**src/include/brf_pkg.sv**
```systemverilog
// Package of register file and program memory map constants and carriers
package brf_pkg;

  // Standard register file landmarks
  localparam logic [7:0] BRF_PORT_LO    = 8'h02;
  localparam logic [7:0] BRF_PORT_HI    = 8'h03;
  localparam logic [7:0] BRF_GP_FIRST   = 8'h04;
  localparam logic [7:0] BRF_GP_LAST    = 8'hEF;
  localparam logic [7:0] BRF_WREG_FIRST = 8'hE0;
  localparam logic [7:0] BRF_RSVD_F0    = 8'hF0;
  localparam logic [7:0] BRF_CTL_FIRST  = 8'hF1;
  localparam logic [7:0] BRF_RP_ADDR    = 8'hFD;
  localparam logic [7:0] BRF_RP_RESET   = 8'h00;
  localparam logic [7:0] BRF_BANK_TOP   = 8'h0F;
  localparam int         BRF_STD_GP_N   = 236;
  localparam int         BRF_BANK_GP_N  = 64;
  localparam int         BRF_GP_DEPTH   = BRF_STD_GP_N + BRF_BANK_GP_N;
  localparam logic [3:0] BRF_BANK_GP0   = 4'h4;

  // Program memory landmarks
  localparam int          BRF_PM_BYTES  = 32768;
  localparam int          BRF_VEC_N     = 6;
  localparam logic [15:0] BRF_RESTART   = 16'h000C;
  localparam logic [2:0]  BRF_VEC_IR    = 3'h0;
  localparam logic [2:0]  BRF_VEC_SYNC  = 3'h1;

  // Access modes from the core
  localparam logic [1:0] BRF_M_DIRECT   = 2'h0;
  localparam logic [1:0] BRF_M_WORK     = 2'h1;
  localparam logic [1:0] BRF_M_INDIRECT = 2'h2;

  // Targets of forwarded accesses
  localparam logic [1:0] BRF_S_PORT     = 2'h0;
  localparam logic [1:0] BRF_S_CTRL     = 2'h1;
  localparam logic [1:0] BRF_S_BANK     = 2'h2;

  // Register access request from the core
  typedef struct packed {
    logic       valid;
    logic       write;
    logic [1:0] mode;
    logic [7:0] addr;
    logic [7:0] wdata;
  } brf_req_t;

  // Access forwarded to ports, control registers or peripheral banks
  typedef struct packed {
    logic       valid;
    logic       write;
    logic [1:0] space;
    logic [3:0] bank;
    logic [7:0] addr;
    logic [7:0] wdata;
  } brf_ext_t;

  // Banks that carry registers at all
  function automatic logic brf_bank_impl(input logic [3:0] b);
    return (b inside {4'h4, 4'h5, 4'h6, 4'h7, 4'hA, 4'hB, 4'hC, 4'hF});
  endfunction : brf_bank_impl

  // Banks that hold plain storage
  function automatic logic brf_bank_gp(input logic [3:0] b);
    return (b >= 4'h4) && (b <= 4'h7);
  endfunction : brf_bank_gp

endpackage : brf_pkg

```
**src/verilog/brf_decode.sv**
```systemverilog
// Register file decoder: pointer, banks, general storage and program map
`timescale 1ns/100ps
module brf_decode
  import brf_pkg::*;
#(
  parameter int GP_DEPTH = 300
) (
  input  wire logic              clock_i,
  input  wire logic              rstn_i,
  input  wire brf_pkg::brf_req_t req_i,
  input  wire logic [7:0]        ext_rdata_i,
  input  wire logic              fetch_req_i,
  input  wire logic [15:0]       fetch_pc_i,
  input  wire logic              infrared_vector_i,
  input  wire logic              sync_vector_i,
  input  wire logic              vec_req_i,
  input  wire logic [2:0]        vec_num_i,
  output brf_pkg::brf_ext_t      ext_req_o,
  output logic [7:0]             rdata_o,
  output logic                   rvalid_o,
  output logic                   access_err_o,
  output logic [7:0]             pointer_o,
  output logic [14:0]            fetch_addr_o,
  output logic                   fetch_valid_o,
  output logic                   fetch_fault_o,
  output logic [15:0]            vec_addr_o,
  output logic                   vec_valid_o,
  output logic                   start_o,
  output logic [15:0]            start_pc_o
);

  // Read source codes for the answer pipeline
  localparam logic [1:0] SRC_NONE = 2'h0;
  localparam logic [1:0] SRC_RAM  = 2'h1;
  localparam logic [1:0] SRC_EXT  = 2'h2;
  localparam logic [1:0] SRC_RP   = 2'h3;

  // Reset released through two flops so all logic leaves reset together
  logic rst_s1_q, rst_n;
  always_ff @(posedge clock_i or negedge rstn_i) begin
    if (!rstn_i) begin
      rst_s1_q <= 1'b0;
      rst_n    <= 1'b0;
    end else begin
      rst_s1_q <= 1'b1;
      rst_n    <= rst_s1_q;
    end
  end

  // Effective 8-bit address from the access mode
  function automatic logic [7:0] resolve(input logic [1:0] mode, input logic [7:0] a, input logic [7:0] rp);
    if (mode == BRF_M_WORK) begin
      return {rp[7:4], a[3:0]};
    end
    return a;
  endfunction : resolve

  logic [7:0] rp_q, rp_d;
  brf_ext_t   ext_q, ext_d;
  logic [1:0] src_q, src_d;
  logic       rd_q, rd_d;
  logic [7:0] rdata_q, rdata_d;
  logic       rvalid_q, rvalid_d;
  logic       err_q, err_d;
  logic [7:0] rp_cap_q, rp_cap_d;
  logic       ram_we, ram_re;
  logic [8:0] ram_addr;
  logic [7:0] ram_rdata;
  logic [7:0] eff;
  logic [3:0] bank;
  logic       in_bank;

  assign eff     = resolve(req_i.mode, req_i.addr, rp_q);
  assign bank    = rp_q[3:0];
  assign in_bank = (bank != 4'h0) && (eff <= BRF_BANK_TOP);

  // Decode one access per cycle into storage, pointer or forwarded target
  always_comb begin
    rp_d     = rp_q;
    ext_d    = '0;
    src_d    = SRC_NONE;
    rd_d     = 1'b0;
    err_d    = 1'b0;
    ram_we   = 1'b0;
    ram_re   = 1'b0;
    ram_addr = 9'h000;
    if (req_i.valid) begin
      rd_d = !req_i.write;
      if (req_i.mode == BRF_M_DIRECT && eff >= BRF_WREG_FIRST && eff <= BRF_GP_LAST) begin
        // Direct form of E0h-EFh is the working-register escape, so refuse it
        err_d = 1'b1;
      end else if (in_bank) begin
        if (brf_bank_gp(bank)) begin
          // Banks 4-7 sit after the standard bytes in the same array
          ram_addr = 9'(BRF_STD_GP_N) + {3'h0, 2'(bank - BRF_BANK_GP0), eff[3:0]};
          ram_we   = req_i.write;
          ram_re   = !req_i.write;
          src_d    = SRC_RAM;
        end else if (brf_bank_impl(bank)) begin
          ext_d.valid = 1'b1;
          ext_d.write = req_i.write;
          ext_d.space = BRF_S_BANK;
          ext_d.bank  = bank;
          ext_d.addr  = eff;
          ext_d.wdata = req_i.wdata;
          src_d       = SRC_EXT;
        end else begin
          // Missing bank: no storage touched, read answers zero
          err_d = 1'b1;
        end
      end else if (eff == BRF_RP_ADDR) begin
        if (req_i.write) begin
          rp_d = req_i.wdata;
        end
        src_d = SRC_RP;
      end else if (eff == BRF_PORT_LO || eff == BRF_PORT_HI) begin
        ext_d.valid = 1'b1;
        ext_d.write = req_i.write;
        ext_d.space = BRF_S_PORT;
        ext_d.addr  = eff;
        ext_d.wdata = req_i.wdata;
        src_d       = SRC_EXT;
      end else if (eff >= BRF_GP_FIRST && eff <= BRF_GP_LAST) begin
        ram_addr = {1'b0, eff - BRF_GP_FIRST};
        ram_we   = req_i.write;
        ram_re   = !req_i.write;
        src_d    = SRC_RAM;
      end else if (eff >= BRF_CTL_FIRST) begin
        ext_d.valid = 1'b1;
        ext_d.write = req_i.write;
        ext_d.space = BRF_S_CTRL;
        ext_d.addr  = eff;
        ext_d.wdata = req_i.wdata;
        src_d       = SRC_EXT;
      end else begin
        // 00h, 01h and F0h hold nothing
        err_d = 1'b1;
      end
    end
  end

  // Pointer copy for reads; the value read is the one before any write
  always_comb begin
    rp_cap_d  = rp_q;
  end

  // Second answer stage picks the source caught one cycle earlier
  always_comb begin
    rvalid_d = rd_q;
    unique case (src_q)
      SRC_RAM: rdata_d = ram_rdata;
      SRC_EXT: rdata_d = ext_rdata_i;
      SRC_RP:  rdata_d = rp_cap_q;
      default: rdata_d = 8'h00;
    endcase
    if (!rd_q) begin
      rdata_d = rdata_q;
    end
  end

  // Registers only; pointer has no documented reset value, zero is used
  always_ff @(posedge clock_i or negedge rst_n) begin
    if (!rst_n) begin
      rp_q      <= BRF_RP_RESET;
      ext_q     <= '0;
      src_q     <= SRC_NONE;
      rd_q      <= 1'b0;
      err_q     <= 1'b0;
      rdata_q   <= 8'h00;
      rvalid_q  <= 1'b0;
      rp_cap_q  <= 8'h00;
    end else begin
      rp_q      <= rp_d;
      ext_q     <= ext_d;
      src_q     <= src_d;
      rd_q      <= rd_d;
      err_q     <= err_d;
      rdata_q   <= rdata_d;
      rvalid_q  <= rvalid_d;
      rp_cap_q  <= rp_cap_d;
    end
  end

  // Storage for standard and banked general bytes
  brf_gp_ram #(
    .DEPTH (GP_DEPTH),
    .AW    (9)
  ) u_gp_ram (
    .clock_i (clock_i),
    .we_i    (ram_we),
    .re_i    (ram_re),
    .addr_i  (ram_addr),
    .wdata_i (req_i.wdata),
    .rdata_o (ram_rdata)
  );

  // Program memory map
  brf_prog_map u_prog_map (
    .clock_i           (clock_i),
    .rst_n_i           (rst_n),
    .fetch_req_i       (fetch_req_i),
    .fetch_pc_i        (fetch_pc_i),
    .infrared_vector_i (infrared_vector_i),
    .sync_vector_i     (sync_vector_i),
    .vec_req_i         (vec_req_i),
    .vec_num_i         (vec_num_i),
    .fetch_addr_o      (fetch_addr_o),
    .fetch_valid_o     (fetch_valid_o),
    .fetch_fault_o     (fetch_fault_o),
    .vec_addr_o        (vec_addr_o),
    .vec_valid_o       (vec_valid_o),
    .start_o           (start_o),
    .start_pc_o        (start_pc_o)
  );

  assign ext_req_o    = ext_q;
  assign rdata_o      = rdata_q;
  assign rvalid_o     = rvalid_q;
  assign access_err_o = err_q;
  assign pointer_o    = rp_q;
endmodule : brf_decode

```
**src/verilog/brf_gp_ram.sv**
```systemverilog
// General-purpose register storage with registered read
`timescale 1ns/100ps
module brf_gp_ram #(
  parameter int DEPTH = 300,
  parameter int AW    = 9
) (
  input  wire logic          clock_i,
  input  wire logic          we_i,
  input  wire logic          re_i,
  input  wire logic [AW-1:0] addr_i,
  input  wire logic [7:0]    wdata_i,
  output logic      [7:0]    rdata_o
);

  // Contents survive reset, as the core expects of general registers
  logic [7:0] mem_q [DEPTH];
  logic [7:0] rdata_q;

  // Single port, write and read never in the same cycle from the decoder
  always_ff @(posedge clock_i) begin
    if (we_i && (32'(addr_i) < DEPTH)) begin
      mem_q[addr_i] <= wdata_i;
    end
    if (re_i && (32'(addr_i) < DEPTH)) begin
      rdata_q <= mem_q[addr_i];
    end
  end

  assign rdata_o = rdata_q;

endmodule : brf_gp_ram

```
**src/verilog/brf_prog_map.sv**
```systemverilog
// Program memory decode: fetch range, vector addresses, restart address
`timescale 1ns/100ps
module brf_prog_map
  import brf_pkg::*;
(
  input  wire logic        clock_i,
  input  wire logic        rst_n_i,
  input  wire logic        fetch_req_i,
  input  wire logic [15:0] fetch_pc_i,
  input  wire logic        infrared_vector_i,
  input  wire logic        sync_vector_i,
  input  wire logic        vec_req_i,
  input  wire logic [2:0]  vec_num_i,
  output logic      [14:0] fetch_addr_o,
  output logic             fetch_valid_o,
  output logic             fetch_fault_o,
  output logic      [15:0] vec_addr_o,
  output logic             vec_valid_o,
  output logic             start_o,
  output logic      [15:0] start_pc_o
);

  typedef enum logic [1:0] {
    ST_RESTART = 2'b01,
    ST_RUN     = 2'b10
  } brf_pm_state_t;

  brf_pm_state_t state_q, state_d;
  logic [14:0]   faddr_q, faddr_d;
  logic          fvalid_q, fvalid_d, ffault_q, ffault_d;
  logic [15:0]   vaddr_q, vaddr_d, spc_q, spc_d;
  logic          vvalid_q, vvalid_d, start_q, start_d;

  // Next values: one start pulse after reset, then fetch and vector decode
  always_comb begin
    state_d  = state_q;
    start_d  = 1'b0;
    spc_d    = spc_q;
    fvalid_d = 1'b0;
    ffault_d = 1'b0;
    faddr_d  = faddr_q;
    vvalid_d = 1'b0;
    vaddr_d  = vaddr_q;
    unique case (state_q)
      ST_RESTART: begin
        start_d = 1'b1;
        spc_d   = BRF_RESTART;
        state_d = ST_RUN;
      end
      ST_RUN: begin
        if (fetch_req_i) begin
          // Anything at or above 32 KB is refused, not wrapped
          fvalid_d = (32'(fetch_pc_i) < BRF_PM_BYTES);
          ffault_d = !(32'(fetch_pc_i) < BRF_PM_BYTES);
          faddr_d  = fetch_pc_i[14:0];
        end
        // Infrared ahead of sync; both wired to fixed slots
        if (infrared_vector_i) begin
          vvalid_d = 1'b1;
          vaddr_d  = {12'h000, BRF_VEC_IR, 1'b0};
        end else if (sync_vector_i) begin
          vvalid_d = 1'b1;
          vaddr_d  = {12'h000, BRF_VEC_SYNC, 1'b0};
        end else if (vec_req_i && (32'(vec_num_i) < BRF_VEC_N)) begin
          vvalid_d = 1'b1;
          vaddr_d  = {12'h000, vec_num_i, 1'b0};
        end
      end
      default: state_d = ST_RESTART;
    endcase
  end

  // Registers only
  always_ff @(posedge clock_i or negedge rst_n_i) begin
    if (!rst_n_i) begin
      state_q  <= ST_RESTART;
      start_q  <= 1'b0;
      spc_q    <= 16'h0000;
      fvalid_q <= 1'b0;
      ffault_q <= 1'b0;
      faddr_q  <= 15'h0000;
      vvalid_q <= 1'b0;
      vaddr_q  <= 16'h0000;
    end else begin
      state_q  <= state_d;
      start_q  <= start_d;
      spc_q    <= spc_d;
      fvalid_q <= fvalid_d;
      ffault_q <= ffault_d;
      faddr_q  <= faddr_d;
      vvalid_q <= vvalid_d;
      vaddr_q  <= vaddr_d;
    end
  end

  assign fetch_addr_o  = faddr_q;
  assign fetch_valid_o = fvalid_q;
  assign fetch_fault_o = ffault_q;
  assign vec_addr_o    = vaddr_q;
  assign vec_valid_o   = vvalid_q;
  assign start_o       = start_q;
  assign start_pc_o    = spc_q;
endmodule : brf_prog_map

```
**config.mk**
```make
export PLATFORM = sky130hd
export DESIGN_NAME = brf_decode
export DESIGN_NICKNAME = d
export VERILOG_FILES = /design/src/include/brf_pkg.sv /design/src/verilog/brf_decode.sv /design/src/verilog/brf_gp_ram.sv /design/src/verilog/brf_prog_map.sv
export SDC_FILE = /design/constraint.sdc
export NUM_CORES = 2
export LEC_CHECK = 0
export BUFFER_PORTS_ARGS = -buffer_cell sky130_fd_sc_hd__buf_2
export CAP_MARGIN = 0
export CORE_ASPECT_RATIO = 0.6
export CORE_MARGIN = 5
export CORE_UTILIZATION = 27
export DETAILED_ROUTE_END_ITERATION = 16
export GPL_ROUTABILITY_DRIVEN = 0
export PLACE_DENSITY_LB_ADDON = 0.25
export SYNTH_ARGS = -nofsm -noshare
export SYNTH_HDL_FRONTEND = slang
export SYNTH_SLANG_ARGS = --single-unit
```
**constraint.sdc**
```tcl
create_clock -name clock_i -period 2.8 [get_ports clock_i]
set_input_delay 0.28 -clock clock_i [delete_from_list [all_inputs] [get_ports clock_i]]
set_output_delay 0.28 -clock clock_i [all_outputs]
set_load 0.02 [all_outputs]
```
-- Yosys cells after proc, flatten, opt, wreduce, memory -nomap -nowiden
Memory sizes are Yosys's and may differ from the RTL's. A register that Yosys moved wholly into a read port is not among the register bits.
Cells that the tools add are included.
- register bits after elaboration: 93
- bits in writable memories: 2400
- logic and storage cells: 148
- memories kept: 1
- $add $sub $neg: 3
- $lt $le $gt $ge: 10
- equality and inequality tests: 17
- mux-type cells: 74
- bitwise logic cells: 2
- reductions and logical operators: 18
- memory list (name ; words ; bits a word ; rd ports ; clocked after Yosys merged registers in ; wr ports ; line ; RTL):
    u_gp_ram.mem_q ; 300 ; 8 ; 1 ; 1 ; 1 ; brf_gp_ram.sv:16 ; logic [7:0] mem_q [DEPTH];
- operators by type and width (kind ; count):
    $mux W16 ; 8
    $mux W24 ; 4
    $mux W8 ; 5
    $mux W1 ; 36
    $mux W9 ; 4
    $mux W4 ; 6
    $pmux W8 S3 ; 1
    $mux W2 ; 9
    $eq A4 B3 Y1 const B ; 4
    $eq A4 B4 Y1 const B ; 4
    $eq A8 B2 Y1 const B ; 2
    $ge A8 B8 Y1 const B ; 2
    $lt A16 B16 Y1 const B ; 1
    $add A8 B6 Y9 const A ; 1
    $lt A9 B9 Y1 const B ; 1
    $eq A8 B8 Y1 const B ; 1
    $ge A8 B3 Y1 const B ; 1
    $le A8 B4 Y1 const B ; 1
    $le A8 B8 Y1 const B ; 1
    $logic_and A1 B1 Y1 ; 8
    $reduce_bool A8 Y1 ; 1
    $sub A8 B3 Y8 const B ; 1
    $eq A2 B1 Y1 const B ; 3
    $eq A2 B2 Y1 const B ; 3
    13 further kinds ; 16

-- Depth between registers and ports, before layout
- depth in word-level cells: 15
- depth in mapped cells: 20
- mapped depth without buffers: 12

-- Hierarchy
A second synthesis with hierarchy kept.
- cells, all modules: 4466
- area total of the unflattened synthesis: 96935.5 µm²
- modules (own cells, without submodules) (module ; instances ; cells an instance ; area an instance (µm²) ; seq. area each (µm²)):
    brf_gp_ram ; 1 ; 4116 ; 93015.5 ; 72309.4
    brf_decode ; 1 ; 253 ; 2703.8 ; 1376.3
    brf_prog_map ; 1 ; 97 ; 1216.2 ; 626.9

-- Worst setup path before layout
OpenSTA, ideal clock, no wires.
- path kind: input to register
- start: input req_i[10] (netlist name)
- end: memory u_gp_ram.mem_q[81][0] (enable)
- library setup time: 0.370 ns
- data arrival time: 4.079 ns
- slack: -1.649 ns
- cell stages on the path: 18
- buffers on the path: 6
- cells stage by stage: clkbuf_1 > inv_1 > clkbuf_1 > buf_1 > ha_1 > buf_2 > clkinv_1 > o21ai_1 > a32oi_4 > nand2_1 > buf_2 > a211oi_1 > o31ai_1 > nand3_1 > nor2_1 > nand3_1 > clkbuf_1 > nor2_1
- word-level cells in the longest chain between the ends: 14
- RTL lines (element ; line ; RTL):
    start: declaration ; brf_decode.sv:10 ; input wire brf_pkg::brf_req_t req_i,
    $mux W8 ; brf_decode.sv:52 ; if (mode == BRF_M_WORK) begin
    $mux W8 (*) ; brf_decode.sv:55 ; return a;
    $ge A8 B3 Y1 / $le A8 B8 Y1 (equally long branches) ; brf_decode.sv:123, brf_decode.sv:89 ;
    $logic_and A1 B1 Y1 ; brf_decode.sv:123 ; end else if (eff >= BRF_GP_FIRST && eff <= BRF_GP_LAST) begin
    $mux W8 ; brf_decode.sv:123 ;
    $mux W8 ; brf_decode.sv:116 ; end else if (eff == BRF_PORT_LO || eff == BRF_PORT_HI) begin
    $mux W8 ; brf_decode.sv:111 ; end else if (eff == BRF_RP_ADDR) begin
    $mux W9 ; brf_decode.sv:92 ; end else if (in_bank) begin
    $mux W9 ; brf_decode.sv:89 ; if (req_i.mode == BRF_M_DIRECT && eff >= BRF_WREG_FIRST && eff <= BRF_GP_LAST) begin
    $mux W9 ; brf_decode.sv:87 ; if (req_i.valid) begin
    $lt A9 B9 Y1 ; brf_gp_ram.sv:21 ; if (we_i && (32'(addr_i) < DEPTH)) begin
    $logic_and A1 B1 Y1 ; brf_gp_ram.sv:21 ;
    $mux W1 ; brf_gp_ram.sv:21 ;
    $mux W1 (not written as such) ; brf_gp_ram.sv:22 ; mem_q[addr_i] <= wdata_i;
    end: declaration ; brf_gp_ram.sv:16 ;
Every way passes the cells marked *; elsewhere a longest branch is shown, timed or not. The select of a mux whose other input is x is not followed.

-- Final worst setup path
- start: register rp_q[6], in the netlist pointer_o[6]
- end: register u_gp_ram.rdata_q[6], in the netlist u_gp_ram.rdata_o[6] (read register of u_gp_ram.mem_q) (data pin)
- word-level cells in the longest chain between the ends: 12
- RTL lines (element ; line ; RTL):
    start: declaration ; brf_decode.sv:58 ; logic [7:0] rp_q, rp_d;
    start signal: assignment ; brf_decode.sv:173 ; rp_q <= rp_d;
    $mux W8 (*) ; brf_decode.sv:52 ;
    $mux W8 (*) ; brf_decode.sv:55 ;
    $ge A8 B3 Y1 / $le A8 B8 Y1 (equally long branches) ; brf_decode.sv:123, brf_decode.sv:89 ;
    $logic_and A1 B1 Y1 ; brf_decode.sv:123 ;
    $mux W8 ; brf_decode.sv:123 ;
    $mux W8 ; brf_decode.sv:116 ;
    $mux W8 ; brf_decode.sv:111 ;
    $mux W9 ; brf_decode.sv:92 ;
    $mux W9 ; brf_decode.sv:89 ;
    $mux W9 ; brf_decode.sv:87 ;
    $lt A9 B9 Y1 ; brf_gp_ram.sv:24 ; if (re_i && (32'(addr_i) < DEPTH)) begin
    $logic_and A1 B1 Y1 ; brf_gp_ram.sv:24 ;
    end: declaration ; brf_gp_ram.sv:17 ; logic [7:0] rdata_q;
Marked as above.
A chain may end at the register's enable or synchronous reset.

==> results.py <==
metrics = {
    "setup_path": {
        "worst_r2r_startpoint": "pointer_o[6]$_DFFE_PN0P_",
        "path_class": "flip-flop to flip-flop",
        "path_cells": "and4b_2 -> a311oi_4 -> o32ai_4 -> buf_12 -> nor2_4 -> buf_4 -> buf_4 -> o21ai_0 -> a211oi_1 -> o31a_1 -> nor4_1 -> nor3_1 -> a311o_1",
        "timing.critical_path.from": "pointer_o[6]$_DFFE_PN0P_",
        "worst_path_dominant_cell_family": "compound AO/OA/AOI/OAI gates",
        "timing.critical_path.buf_inv": 3,
        "critical_path.endpoint_type": "flip-flop",
        "start_kind": "flip-flop",
        "worst_path_max_delay_cell": "sky130_fd_sc_hd__a211oi_1",
        "critical_path_peak_fanout": 12,
        "worst_ep_required_time_ns": 3.59,
        "critPathArrivalTime_ns": 5.01,
        "worst_path_most_repeated_cell": "sky130_fd_sc_hd__buf_4",
        "max_stage_delay_ns": 0.82,
    },
    "placed_design": {
        "port_buffers": 118,
        "numPlacedInstances": 12500,
        "dp_worst_setup_slack_ns": -2.75,
        "post-dp-hpwl_um": 305000,
    },
    "route": {
        "wl_met3_um": 76600,
        "postRouteWirelength_um": 445000,
        "wl_met1_um": 194000,
        "met2_wirelength_um": 164000,
        "via_count": 71900,
        "drt-vias-per-instance": 5.51,
        "1st_pass_router_iterations": 10,
        "top_layer_used": "met5",
        "wire_length_per_cell_after_detailed_routing_um": 34.2,
        "initial_detailed_routing_violation_count": 11900,
        "drtAntennaViolNets": 0,
        "detail_route.drc_violations": 0,
    },
    "clock_network": {
        "tritoncts": "done",
        "clk_pin_slew_ns": 0.07,
        "clock_sink_count": 2488,
        "clock_tree.root_cell": "sky130_fd_sc_hd__clkbuf_16",
        "clk_latency_ns": 0.97,
        "cts_htree_levels": 4,
        "max-clock-path-buffers": 4,
        "cts-buffers-inserted": 229,
    },
    "floorplan": {
        "number_of_placement_rows": 172,
        "initial_utilization": 0.271,
        "fp.dieH_um": 480,
        "num_io_pins": 146,
        "die_width_um": 793,
        "die-area_mm2": 0.381,
        "fp.coreArea_mm2": 0.366,
    },
    "synthesis": {
        "yosys.area_share.simple": 0.0543,
        "async_flop_share": 0.0322,
        "synth-xor-area-share": 0.000264,
        "number_of_enable_type_register_cells_in_the_synthesized_netlist": 2408,
        "post_synth_num_cell_types": 91,
        "synth_warnings": 0,
        "avgSynthCellArea_um2": 15.5,
        "netlist_instances": 6400,
        "synth_top_family_by_area": "compound AO/OA/AOI/OAI gates",
        "mappedNetlistArea_mm2": 0.0994,
        "synth-main-ff-cell": "sky130_fd_sc_hd__edfxtp_1",
        "synth-adder-area-share": 0.000378,
        "yosys-mux-area-fraction": 0.0707,
        "ys_seq_area_frac": 0.748,
        "flip_flop_and_latch_count_after_synthesis": 2488,
        "synth-compound-area-share": 0.105,
    },
    "power_and_ir_drop": {
        "total_leakage_power_uw": 0.0447,
        "p_comb_frac": 0.109,
        "power.switching_uw": 20800,
        "internal-power_uw": 61000,
        "sequential_power_share": 0.501,
        "power.clock.fraction": 0.390,
        "power.density_cell_area_mw_per_mm2": 628,
        "netSwitchingFraction": 0.254,
        "peak_ir_drop_on_the_vdd_network_mv": 0.582,
    },
    "timing": {
        "max_slew_violations": 0,
        "rsz0062_at_grt": "true",
        "worst-slew-pin-transition_ns": 1.04,
        "slew_headroom": 0.309,
        "clock_skew_ns": 0.0844,
        "min_period_ns": 4.22,
        "min_period_over_period": 1.51,
        "setup_violations": 2416,
        "worst_slack_ns": -1.42,
        "report.final.hold_viol_count": 0,
        "fmax_mhz": 237,
    },
    "grt": {
        "grt_antenna_before_repair": 31,
        "grt_first_pass_wirelength_um": 589000,
        "global_route.usage.total": 0.224,
        "largest_net_degree_at_the_start_of_global_routing": 94,
        "globalRoute.totalOverflow": 0,
        "grt_pass1_vias": 66500,
    },
    "status": {
        "failed_checks": "negative setup slack",
        "outcome": "finished with violations",
    },
    "hold_path": {
        "holdCritStartpoint": "fetch_pc_i[15]",
        "holdCritPathClass": "input port to flip-flop",
    },
    "final_layout": {
        "drive_gt1_frac": 0.328,
        "flow.area_growth_from_synthesis_pct": 31.1,
        "num-nets-final": 8029,
        "final_cell_count_no_fill": 13000,
    },
    "flow_run": {
        "max_cap_viol_count": 0,
    },
}
[sequential cells by signal (all words and copies together) (netlist names), 2 cells and up]
name	count
u_gp_ram.mem_q	2400
ext_req_o	24
u_prog_map.fetch_addr_o	15
pointer_o	8
rdata_o	8
rp_cap_q	8
u_gp_ram.rdata_o	8
u_prog_map.vec_addr_o	3
src_q	2
u_prog_map.state_q	2
[power groups by stage]
stage | Sequential (uW) | Combinational (uW) | Clock, uW
final | 41000 | 8950 | 31900
after global routing | 41000 | 8990 | 33800
after floorplan | 41800 | 2600 | 0
after detailed placement | 41800 | 7790 | 0
after CTS | 41000 | 8300 | 32200
after global placement | 41800 | 7780 | 0
[final cells by class]
cell class              instances  area (um2)
multi-input cells            3438       25400
well taps                    4872        6100
diodes                         10        25.0
fillers                     34800      236000
repair buffers               1796       17100
inverters                      20        98.8
clock buffers                 279        6040
clock inverters               133        1220
flip-flops and latches       2488       74300
[logic make-up after synthesis]
| logic type | count (synthesis) |
|---|---|
| XOR/XNOR | 3 |
| flip-flops | 2488 |
| multiplexers | 632 |
| buffers and inverters | 500 |
| adder cells (fa/ha/maj) | 3 |
| AO/OA/AOI/OAI | 1526 |
| AND/OR/NAND/NOR | 1246 |
| other | 2 |
[cell usage after synthesis (all sizes together), types with 11 or more instances]
master | count | area share
o211ai | 71 | 0.0054
a2111oi | 13 | 0.0011
inv | 18 | 0.00068
nor2b | 36 | 0.0023
a32oi | 15 | 0.0015
a211oi | 107 | 0.0081
nand2 | 181 | 0.0069
o22a | 25 | 0.0022
a22oi | 53 | 0.0040
mux4 | 34 | 0.0077
a221oi | 62 | 0.0055
nand4 | 22 | 0.0014
dfrtp | 79 | 0.020
and2 | 16 | 0.0010
and3 | 23 | 0.0014
clkbuf | 266 | 0.010
a41oi | 17 | 0.0015
nand2b | 13 | 0.00082
a31oi | 68 | 0.0043
nor2 | 739 | 0.028
o221ai | 99 | 0.0087
o2111ai | 13 | 0.0011
mux2i | 383 | 0.039
o22ai | 147 | 0.0093
a21oi | 351 | 0.018
a21o | 11 | 0.00083
buf | 214 | 0.011
edfxtp | 2408 | 0.73
mux2 | 215 | 0.024
nor3 | 78 | 0.0041
a221o | 16 | 0.0016
o32ai | 18 | 0.0018
nor4 | 22 | 0.0015
a222oi | 43 | 0.0043
o2bb2ai | 13 | 0.0011
o21ai | 239 | 0.012
o31ai | 26 | 0.0020
nand3 | 67 | 0.0034
or3 | 24 | 0.0015
[per-layer routing]
layer / vias up / GRT usage
met5: - / 0
met4: 31 / 0.0450
met3: 646 / 0.109
met2: 5688 / 0.280
met1: 36900 / 0.339
li1: 28600 / -
[worst reg2reg max path: stages, from the launching register on]
cell and delay, ns:
sky130_fd_sc_hd__dfrtp_2 0.44, sky130_fd_sc_hd__and4b_2 0.25, sky130_fd_sc_hd__a311oi_4 0.42, sky130_fd_sc_hd__o32ai_4 0.16, sky130_fd_sc_hd__buf_12 0.20, sky130_fd_sc_hd__nor2_4 0.32
sky130_fd_sc_hd__buf_4 0.19, sky130_fd_sc_hd__buf_4 0.29, sky130_fd_sc_hd__o21ai_0 0.17, sky130_fd_sc_hd__a211oi_1 0.82, sky130_fd_sc_hd__o31a_1 0.25, sky130_fd_sc_hd__nor4_1 0.06
sky130_fd_sc_hd__nor3_1 0.33, sky130_fd_sc_hd__a311o_1 0.18
[final timing paths]
| kind | endpoint | slack (ns) | depth (start not counted) |
|---|---|---|---|
| worst min register to register | rst_n$_DFF_PN0_ | 0.36 | 0 |
| max in group asynchronous | pointer_o[7]$_DFFE_PN0P_ | 1.66 | 0 |
| worst max-delay path | u_gp_ram.rdata_o[6]$_DFFE_PP_ | -1.42 | 13 |
| worst min-delay path | u_prog_map.fetch_valid_o$_DFF_PN0_ | 0.12 | 3 |
| min in group asynchronous | rst_n$_DFF_PN0_ | 0.25 | 3 |
| worst max register to register | u_gp_ram.rdata_o[6]$_DFFE_PP_ | -1.42 | 13 |
[what timing repair did]
action,CTS,global route
setup buffers,55,51
endpoints found under the setup margin,2416,2416
cloned,7,5
resized for setup,303,130
hold buffers,50,0
endpoints found under the hold margin,390,0
pin swaps,81,70
[through the flow]
step / power, uW / utilization / TNS [ns] / hold WS (ns) / instance area [um2]
2_1_floorplan: 44400 / - / -1898.68 / -0.0156 / 100000
3_3_place_gp: 49600 / 0.325 / -3111.15 / 0.0650 / 119000
3_5_place_dp: 49600 / 0.325 / -3019.13 / 0.0666 / 119000
4_1_cts: 81500 / 0.352 / -2349.55 / 0.0468 / 129000
5_1_grt: 83700 / 0.356 / -2747.48 / 0.0732 / 130000
6_report: 81900 / 0.356 / -2609.75 / 0.118 / 130000
[cells in the final DEF, fill, tap and decap left out, drive strengths merged, types with 104 or more instances in the layout]
master  count
mux2i     383
nor2      739
o22ai     147
a211oi    107
a21oi     351
edfxtp   2408
clkbuf    284
mux2      215
clkinv    104
buf      1737
o21ai     239
nand2     181
(Power assumes the default switching activity.)
